<file path="config.mk">
export PLATFORM = sky130hd
export DESIGN_NAME = ffp_fast_irq
export DESIGN_NICKNAME = d
export VERILOG_FILES = /design/src/core/ffp_pkg.sv /design/src/core/ffp_vec_mem.sv /design/src/core/ffp_fast_irq.sv
export SDC_FILE = /design/constraint.sdc
export NUM_CORES = 2
export LEC_CHECK = 0
export ABC_CLOCK_PERIOD_IN_PS = 62100
export BUFFER_PORTS_ARGS = -buffer_cell sky130_fd_sc_hd__buf_2
export CAP_MARGIN = 40
export CORE_MARGIN = 4
export CORE_UTILIZATION = 35
export CTS_CLUSTER_SIZE = 40
export DETAILED_ROUTE_END_ITERATION = 16
export MAX_ROUTING_LAYER = met4
export PLACE_DENSITY = 0.54
export SLEW_MARGIN = 0
export SYNTH_ARGS = -nofsm -noshare
export SYNTH_HDL_FRONTEND = slang
export SYNTH_SLANG_ARGS = --single-unit
</file>
<file path="constraint.sdc">
create_clock -name sys_clk -period 62.1 [get_ports sys_clk]
set_clock_uncertainty 0.2 [all_clocks]
set_input_delay 12.42 -clock sys_clk [delete_from_list [all_inputs] [get_ports sys_clk]]
set_output_delay 12.42 -clock sys_clk [all_outputs]
set_load 0.02 [all_outputs]
</file>
<file path="src/core/ffp_pkg.sv">
package ffp_pkg;
  localparam int          NSRC_DEF      = 32;
  localparam int          IDX_W         = 5;
  localparam int          VEC_W         = 32;
  localparam int          PRIO_W        = 3;
  localparam int          STK_DEPTH     = 8;
  localparam int          SP_W          = 4;
  localparam int          FAST_SRC      = 0;
  localparam int          SOURCE_TYPE_FIELD_W     = 2;
  localparam int          TYPE_EDGE_BIT = 0;
  localparam int          TYPE_HIGH_BIT = 1;
  localparam logic [1:0]  TYPE_LOW_LVL  = 2'h0;
  localparam logic [1:0]  TYPE_FALL     = 2'h1;
  localparam logic [1:0]  TYPE_HIGH_LVL = 2'h2;
  localparam logic [1:0]  TYPE_RISE     = 2'h3;
  localparam int          PROTECT_BIT   = 0;
  localparam logic        PROTECT_ON    = 1'h1;
  localparam logic [31:0] FAST_EXC_ADDR = 32'h0000001c;
  localparam logic [31:0] VEC_RST       = 32'h0;
  localparam logic [1:0]  TYPE_RST      = 2'h0;
  localparam logic [2:0]  PRIO_RST      = 3'h0;
endpackage

</file>
<file path="src/core/ffp_vec_mem.sv">
`timescale 1ns/1ns
`default_nettype none
module ffp_vec_mem
  import ffp_pkg::*;
#(
  parameter int DEPTH = NSRC_DEF,
  parameter int W     = VEC_W
)(
  // Clock and reset
  input  wire logic             sys_clk,
  input  wire logic             rst_b,
  // Write port
  input  wire logic             wr_en,
  input  wire logic [IDX_W-1:0] wr_addr,
  input  wire logic [W-1:0]     wr_data,
  // Read port
  input  wire logic [IDX_W-1:0] rd_addr,
  output logic      [W-1:0]     rd_data
);
  logic [W-1:0] mem_r [DEPTH];

  // Vector slots have a defined reset value so a read before setup is harmless.
  always_ff @(posedge sys_clk)
  begin
    for (int i = 0; i < DEPTH; i++)
    begin
      if (!rst_b)
        mem_r[i] <= VEC_RST;
      else if (wr_en && (int'(wr_addr) == i))
        mem_r[i] <= wr_data;
    end
  end

  always_ff @(posedge sys_clk)
  begin
    if (!rst_b)
      rd_data <= VEC_RST;
    else if (int'(rd_addr) < DEPTH)
      rd_data <= mem_r[rd_addr];
    else
      rd_data <= VEC_RST;
  end
endmodule
`default_nettype wire

</file>
<file path="src/core/ffp_fast_irq.sv">
`timescale 1ns/1ns
`default_nettype none
module ffp_fast_irq #(
  parameter int NSRC = ffp_pkg::NSRC_DEF
)(
  // Clock and reset
  input  wire logic                          sys_clk,
  input  wire logic                          rst_b,
  // Interrupt source pins
  input  wire logic [NSRC-1:0]               src_in,
  // Per-source setup writes, spurious vector and debug control
  input  wire logic [ffp_pkg::IDX_W-1:0]     reg_idx,
  input  wire logic                          svr_we,
  input  wire logic [ffp_pkg::VEC_W-1:0]     svr_wdata,
  input  wire logic                          smr_we,
  input  wire logic [ffp_pkg::SOURCE_TYPE_FIELD_W-1:0] smr_type,
  input  wire logic [ffp_pkg::PRIO_W-1:0]    smr_prio,
  input  wire logic                          spu_we,
  input  wire logic [ffp_pkg::VEC_W-1:0]     spu_wdata,
  input  wire logic                          dcr_we,
  input  wire logic [ffp_pkg::VEC_W-1:0]     dcr_wdata,
  // Bitwise command writes and end of interrupt
  input  wire logic [NSRC-1:0]               cmd_wdata,
  input  wire logic                          enable_cmd_we,
  input  wire logic                          disable_cmd_we,
  input  wire logic                          clear_cmd_we,
  input  wire logic                          ffen_we,
  input  wire logic                          ffdis_we,
  input  wire logic                          eoi_we,
  // Vector readout accesses
  input  wire logic                          fvr_rd,
  input  wire logic                          ivr_rd,
  input  wire logic                          ivr_wr,
  output logic      [ffp_pkg::VEC_W-1:0]     vec_rdata,
  output logic                               vec_rvalid,
  // Request lines and status
  output logic                               fast_irq_n,
  output logic                               normal_irq_n,
  output logic      [NSRC-1:0]               pending_flags,
  output logic      [NSRC-1:0]               mask_register,
  output logic      [NSRC-1:0]               fastforce_state,
  output logic      [ffp_pkg::IDX_W-1:0]     current_source_status,
  output logic                               protect_mode
);
  import ffp_pkg::*;

  if (NSRC < 2 || NSRC > (1 << IDX_W))
  begin : g_bad_nsrc
    $error("NSRC must lie between 2 and 32");
  end

  localparam logic [NSRC-1:0] NOT_FAST = ~(NSRC'(1));

  logic [NSRC-1:0]                s1_r, s2_r, s3_r;
  logic [NSRC-1:0][SOURCE_TYPE_FIELD_W-1:0] type_r;
  logic [NSRC-1:0][PRIO_W-1:0]    prio_r;
  logic [VEC_W-1:0]               spu_r, slot0_r, mem_rdata;
  logic [STK_DEPTH-1:0][PRIO_W-1:0] stk_lvl_r;
  logic [STK_DEPTH-1:0][IDX_W-1:0]  stk_num_r;
  logic [SP_W-1:0]                sp_r, sp_m1, sp_m2;
  logic                           mem_valid_r, rd_go_r, rd_spu_r;
  logic [IDX_W-1:0]               mem_src_r;
  logic [PRIO_W-1:0]              mem_lvl_r, cur_lvl;
  logic [NSRC-1:0]                act_lvl, edge_hit, edge_mask, clr, pend_nxt, elig, frc_edge_pend;
  logic [IDX_W+PRIO_W:0]          pick;
  logic                           higher, fiq_req, do_push, do_pop, idx_ok;
  logic [IDX_W-1:0]               push_src, rd_addr;
  logic [PRIO_W-1:0]              push_lvl;

  // Highest priority among eligible sources; the lowest index wins a tie.
  function automatic logic [IDX_W+PRIO_W:0] ffp_pick(
    input logic [NSRC-1:0]              el,
    input logic [NSRC-1:0][PRIO_W-1:0]  pr
  );
    logic              found;
    logic [IDX_W-1:0]  bidx;
    logic [PRIO_W-1:0] bpr;
    found = 1'b0;
    bidx  = '0;
    bpr   = '0;
    for (int i = 0; i < NSRC; i++)
    begin
      if (el[i] && (!found || pr[i] > bpr))
      begin
        found = 1'b1;
        bidx  = IDX_W'(i);
        bpr   = pr[i];
      end
    end
    return {found, bidx, bpr};
  endfunction

  // Source pins are synchronised before any detection logic looks at them.
  // They reset high, the idle level of the reset source type, so no false edge follows reset.
  always_ff @(posedge sys_clk)
  begin
    if (!rst_b)
    begin
      s1_r <= '1;
      s2_r <= '1;
      s3_r <= '1;
    end
    else
    begin
      s1_r <= src_in;
      s2_r <= s1_r;
      s3_r <= s2_r;
    end
  end

  assign idx_ok = int'(reg_idx) < NSRC;

  always_ff @(posedge sys_clk)
  begin
    if (!rst_b)
    begin
      type_r <= {NSRC{TYPE_RST}};
      prio_r <= {NSRC{PRIO_RST}};
    end
    else if (smr_we && idx_ok)
    begin
      type_r[reg_idx] <= smr_type;
      prio_r[reg_idx] <= smr_prio;
    end
  end

  always_ff @(posedge sys_clk)
  begin
    if (!rst_b)
    begin
      spu_r        <= VEC_RST;
      slot0_r      <= VEC_RST;
      protect_mode <= 1'b0;
    end
    else
    begin
      if (spu_we)
        spu_r <= spu_wdata;
      if (svr_we && reg_idx == IDX_W'(FAST_SRC))
        slot0_r <= svr_wdata;
      if (dcr_we)
        protect_mode <= (dcr_wdata[PROTECT_BIT] == PROTECT_ON);
    end
  end

  always_ff @(posedge sys_clk)
  begin
    if (!rst_b)
    begin
      mask_register   <= '0;
      fastforce_state <= '0;
    end
    else
    begin
      // Disable wins over enable when both commands land together.
      if (enable_cmd_we || disable_cmd_we)
        mask_register <= (mask_register | (enable_cmd_we ? cmd_wdata : '0))
                         & ~(disable_cmd_we ? cmd_wdata : '0);
      if (ffen_we || ffdis_we)
        fastforce_state <= ((fastforce_state | (ffen_we ? cmd_wdata : '0))
                            & ~(ffdis_we ? cmd_wdata : '0)) & NOT_FAST;
    end
  end

  // Detection keeps working for forced sources; only the routing changes.
  always_comb
  begin
    for (int i = 0; i < NSRC; i++)
    begin
      act_lvl[i]   = type_r[i][TYPE_HIGH_BIT] ? s2_r[i] : ~s2_r[i];
      edge_hit[i]  = type_r[i][TYPE_HIGH_BIT] ? (s2_r[i] & ~s3_r[i])
                                              : (~s2_r[i] & s3_r[i]);
      edge_mask[i] = type_r[i][TYPE_EDGE_BIT];
    end
  end

  assign sp_m1   = sp_r - SP_W'(1);
  assign sp_m2   = sp_r - SP_W'(2);
  assign cur_lvl = stk_lvl_r[sp_m1[2:0]];
  assign elig    = pending_flags & mask_register & ~fastforce_state & NOT_FAST;
  assign frc_edge_pend = fastforce_state & pending_flags & edge_mask;
  assign pick    = ffp_pick(elig, prio_r);
  assign higher  = pick[IDX_W+PRIO_W] && (sp_r == '0 || pick[PRIO_W-1:0] > cur_lvl);

  // Protect mode defers push and acknowledge to the readout write.
  assign do_push  = protect_mode ? (ivr_wr && mem_valid_r) : (ivr_rd && higher);
  assign push_src = protect_mode ? mem_src_r : pick[IDX_W+PRIO_W-1:PRIO_W];
  assign push_lvl = protect_mode ? mem_lvl_r : pick[PRIO_W-1:0];
  assign do_pop   = eoi_we && !do_push && sp_r != '0;

  always_comb
  begin
    clr = clear_cmd_we ? cmd_wdata : '0;
    // A fast read never clears source 0 while any source is forced.
    if (fvr_rd && edge_mask[FAST_SRC] && fastforce_state == '0)
      clr[FAST_SRC] = 1'b1;
    // Forced sources are never eligible, so this acknowledge cannot clear one.
    if (do_push && !fastforce_state[push_src])
      clr[push_src] = 1'b1;
    // A new edge wins over a clear in the same cycle.
    pend_nxt = (edge_hit | (pending_flags & ~clr)) & edge_mask;
    pend_nxt = pend_nxt | (act_lvl & ~edge_mask);
  end

  always_ff @(posedge sys_clk)
  begin
    if (!rst_b)
      pending_flags <= '0;
    else
      pending_flags <= pend_nxt;
  end

  // Source 0 and every forced source drive the fast line.
  assign fiq_req = (pending_flags[FAST_SRC] & mask_register[FAST_SRC])
                   | (|(pending_flags & mask_register & fastforce_state));

  always_ff @(posedge sys_clk)
  begin
    if (!rst_b)
    begin
      fast_irq_n   <= 1'b1;
      normal_irq_n <= 1'b1;
    end
    else
    begin
      fast_irq_n   <= ~fiq_req;
      normal_irq_n <= ~higher;
    end
  end

  always_ff @(posedge sys_clk)
  begin
    if (!rst_b)
    begin
      mem_valid_r <= 1'b0;
      mem_src_r   <= '0;
      mem_lvl_r   <= '0;
    end
    else if (ivr_rd && !fvr_rd)
    begin
      mem_valid_r <= higher;
      mem_src_r   <= pick[IDX_W+PRIO_W-1:PRIO_W];
      mem_lvl_r   <= pick[PRIO_W-1:0];
    end
    else if (ivr_wr)
      mem_valid_r <= 1'b0;
  end

  // A full stack refuses further pushes; an empty one ignores end of interrupt.
  always_ff @(posedge sys_clk)
  begin
    if (!rst_b)
    begin
      sp_r                  <= '0;
      stk_lvl_r             <= '0;
      stk_num_r             <= '0;
      current_source_status <= '0;
    end
    else if (do_push && sp_r != SP_W'(STK_DEPTH))
    begin
      stk_lvl_r[sp_r[2:0]]  <= push_lvl;
      stk_num_r[sp_r[2:0]]  <= push_src;
      sp_r                  <= sp_r + SP_W'(1);
      current_source_status <= push_src;
    end
    else if (do_pop)
    begin
      sp_r                  <= sp_m1;
      current_source_status <= (sp_r == SP_W'(1)) ? '0 : stk_num_r[sp_m2[2:0]];
    end
  end

  assign rd_addr = fvr_rd ? IDX_W'(FAST_SRC) : pick[IDX_W+PRIO_W-1:PRIO_W];

  ffp_vec_mem #(
    .DEPTH (NSRC),
    .W     (VEC_W)
  ) u_vec_mem (
    .sys_clk (sys_clk),
    .rst_b   (rst_b),
    .wr_en   (svr_we && idx_ok),
    .wr_addr (reg_idx),
    .wr_data (svr_wdata),
    .rd_addr (rd_addr),
    .rd_data (mem_rdata)
  );

  always_ff @(posedge sys_clk)
  begin
    if (!rst_b)
    begin
      rd_go_r    <= 1'b0;
      rd_spu_r   <= 1'b0;
      vec_rdata  <= VEC_RST;
      vec_rvalid <= 1'b0;
    end
    else
    begin
      rd_go_r    <= fvr_rd || ivr_rd;
      rd_spu_r   <= ivr_rd && !fvr_rd && !higher;
      vec_rvalid <= rd_go_r;
      if (rd_go_r)
        vec_rdata <= rd_spu_r ? spu_r : mem_rdata;
    end
  end
endmodule
`default_nettype wire

</file>
==> impl_metrics.ini <==
[die]
row_count = 168
die_area_um2 = 218000
die_w_um = 467
initial_utilization_pct = 35.2
num_io_pins = 322
design.core.area_um2 = 210000
dieHeight_um = 467

[timing]
fin_tns_setup_ns = 0
slew_headroom_pct = 34.9
setup_viol = 0
worst_pin_slew_ns = 0.970
min_period_over_period_pct = 87.2
fmax_mhz = 18.5
hold_viol_final = 0
drv_slew = 0
rsz0062_at_grt = false
fin_crit_ns = 54.12
fin_ws_ns = 7.98

[yosys]
async_flop_share_pct = 0
synth_edf_count = 1024
synth_cell_type_count = 116
synth_area_leaders = edfxtp_1 (42%), dfxtp_1 (14%), and2_1 (8.8%), a211oi_1 (4.1%), a21oi_1 (2.6%)
syn_nets = 7176
yosys_warnings = 0
ys_seq_area_share_pct = 56.1
synth_ff_type = edfxtp_1
synth_area_leader_cell = edfxtp_1
synth_top_area_share_pct = 41.7
synth-seq-cells = 1556
syn_area_um2 = 73800
synth.avg_cell_area_um2 = 10.7
synthCells = 6914

[critical_path]
worst_ep_required_time_ns = 62.56
cpMaxStageDelayCell = a311oi_1
crit_top_cell = a21oi_1
critical_path.max_fanout = 103
critPathArrivalTime_ns = 54.58
start_kind = flip-flop
cpPeakStageDelay_ns = 0.74
criticalPathCategory = reg2reg
cp-end-kind = flip-flop

[route]
avgRoutedWirePerCell_um = 27.1
vias = 56400
ant_nets = 0
dr.pass1.iters = 6
viasPerCell = 5.71
drcViolationCount = 0
wl_mm = 268
drt_iter0_drc = 6091

[global_route]
grt_pass1_vias = 53068
grt_pass1_wl_mm = 382
grt_usage_pct = 24.4
grt_max_degree = 162
grt_antenna_before_repair = 32
overflow = 0

[clocking]
htree_levels = 4
clk_latency_ns = 0.83
cts_resized = 0
cts_tree = done
cts_root_buf = clkbuf_16
hold_buffers = 0
cts_sinks = 1556
cts_setup_buffers = 0
clkSlewWorstSetupHoldPaths_ns = 0.06
numCtsBuffers = 175
cts_buffer_depth = 3

[power]
power_frac_clock_pct = 40.9
power.share.sequential_pct = 47.7
vdd_ir_drop_max_v = 0.0000322
power_leakage_nw = 30.3
combPwrFrac_pct = 11.4
switchingPower_uw = 665
power.internal_mw = 1.81
swShare_pct = 26.9
power_density_nw_per_um2 = 29.5
power_mw = 2.48

[finish]
area_growth_pct = 13.6
nets = 7179
n_fill_cell = 20194
drive_gt1_share_pct = 13.1

[run]
max_cap_viol_count = 0

[placed_design]
post-place-ws_ns = 8.67
gp_congestion = 0.950
post-dp-hpwl_mm = 168
io_buffers = 289

[worst_hold_path]
hp-class = reg2reg

[run_status]
status = completed
==> layer usage <==
metal,track usage (%),share of wire [%]
met4,9.30,4.2
met3,3.76,7.3
met1,32.1,43
met5,-,0
met2,38.0,46
==> per-stage QoR <==
step                area [um2]  cells  utilization, %  hold slack [ns]
floorplan                73800   6914               -            0.186
global placement         77700   9511            37.1            0.196
detailed placement       78200   9542            37.3            0.196
CTS                      83800   9859            40.0            0.199
global route             83800   9869            40.0            0.219
finish                   83800   9874            40.0            0.196
==> worst max-delay path: cells and delay by family (launching register included) <==
family | cells | cell delay [ns]
buf+inv | 11 | 2.38
simple gates | 56 | 11.35
flops | 1 | 0.47
fa+ha+maj | 30 | 8.66
mux | 3 | 1.16
compound gates | 122 | 29.52
==> state kept, by name, indices dropped and copies added, names as in the netlist, 3 cells and up <==
name                   count
u_vec_mem.mem_r         1024
prio_r                    93
stk_num_r                 40
edge_mask                 32
mask_register             32
pending_flags             32
s1_r                      32
s2_r                      32
s3_r                      32
spu_r                     32
type_r                    32
u_vec_mem.rd_data         32
vec_rdata                 32
fastforce_state           31
stk_lvl_r                 24
current_source_status      5
mem_src_r                  5
sp_r                       4
mem_lvl_r                  3
==> cells in the final DEF (no fill, tap or decap), types with 20 or more instances in the layout <==
| cell type | n |
|---|---|
| nand2_1 | 504 |
| nand2b_1 | 107 |
| nor2_1 | 301 |
| nand3_1 | 161 |
| dfxtp_1 | 530 |
| and2_1 | 1041 |
| clkbuf_1 | 42 |
| nor3_1 | 123 |
| o311ai_1 | 32 |
| a211oi_1 | 407 |
| o221a_2 | 32 |
| ha_1 | 77 |
| clkbuf_16 | 180 |
| a32oi_1 | 39 |
| a221oi_1 | 63 |
| o21ai_4 | 34 |
| o21ai_0 | 217 |
| buf_2 | 295 |
| o21a_1 | 41 |
| clkinv_2 | 22 |
| nand4_1 | 25 |
| o2111ai_1 | 42 |
| o211ai_1 | 49 |
| o22ai_1 | 41 |
| a21oi_1 | 387 |
| mux2i_1 | 125 |
| nor2b_1 | 42 |
| a31oi_1 | 49 |
| buf_4 | 121 |
| o21ai_1 | 24 |
| and3_1 | 281 |
| nor2_2 | 20 |
| edfxtp_1 | 1024 |
| clkinv_1 | 33 |
| inv_1 | 81 |
| and3b_1 | 24 |
| o32ai_1 | 32 |
==> synthesized netlist by cell type, types with 13 or more instances <==
master	instances
buf_2	90
o21ai_0	249
dfxtp_1	532
nand4_1	25
mux2i_1	125
and3b_1	25
a211oi_1	407
buf_1	16
o31ai_1	19
edfxtp_1	1024
and2_1	1041
o21a_1	42
a32oi_1	39
nor3_1	123
mux4_2	16
o32ai_1	32
nand3b_1	18
a21oi_1	389
o22ai_1	41
a21o_1	17
ha_1	77
buf_6	15
a211oi_2	19
o311ai_1	32
and3_1	281
nor2_1	333
a31oi_1	50
nor4_1	13
nand3_1	163
a221oi_1	63
nand2_1	506
nand2b_1	108
nor2b_1	42
inv_1	81
o211ai_1	49
buf_4	24
o221a_2	32
clkbuf_1	475
o2111ai_1	42
o21ai_1	25
==> power by group through the flow <==
| stage | Clock (mW) | Combinational [mW] | Sequential, mW |
|---|---|---|---|
| 3_5_place_dp | 0 | 0.280 | 1.20 |
| 5_1_grt | 1.07 | 0.299 | 1.18 |
| 3_3_place_gp | 0 | 0.273 | 1.20 |
| 6_report | 1.01 | 0.282 | 1.18 |
| 4_1_cts | 1.03 | 0.281 | 1.18 |
| 2_1_floorplan | 0 | 0.163 | 1.20 |
==> final timing paths <==
kind	startpoint	to	slack (ns)	cells past startpoint
min	s1_r[19]$_SDFF_PN1_	s2_r[19]$_SDFF_PN1_	0.20	1
max reg2reg	pending_flags[1]$_SDFF_PN0_	u_vec_mem.rd_data[27]$_SDFF_PN0_	7.98	222
max	pending_flags[1]$_SDFF_PN0_	u_vec_mem.rd_data[27]$_SDFF_PN0_	7.98	222
min reg2reg	s1_r[19]$_SDFF_PN1_	s2_r[19]$_SDFF_PN1_	0.20	1
==> cell type report <==
type	count	area, um2	share of cell area (%)
Clock inverter	74	651	0.776
Inverter	84	323	0.385
Tap cell	2805	3510	4.19
Timing Repair Buffer	446	2930	3.50
Sequential cell	1556	41400	49.4
Multi-Input combinational cell	4654	30000	35.8
Antenna cell	12	30.0	0.0358
Clock buffer	243	4930	5.88
==> cell families after synthesis <==
family,share of synthesized area (%)
AOI/OAI and AO/OA,16.2
xor gates and xnor gates,0.0593
adders and majority gates,1.31
buffers and inverters,4.01
DFF,56.1
muxes,2.31
other,0.00508
and+or+nand+nor,20.1
Power figures use the tool's default switching activity.
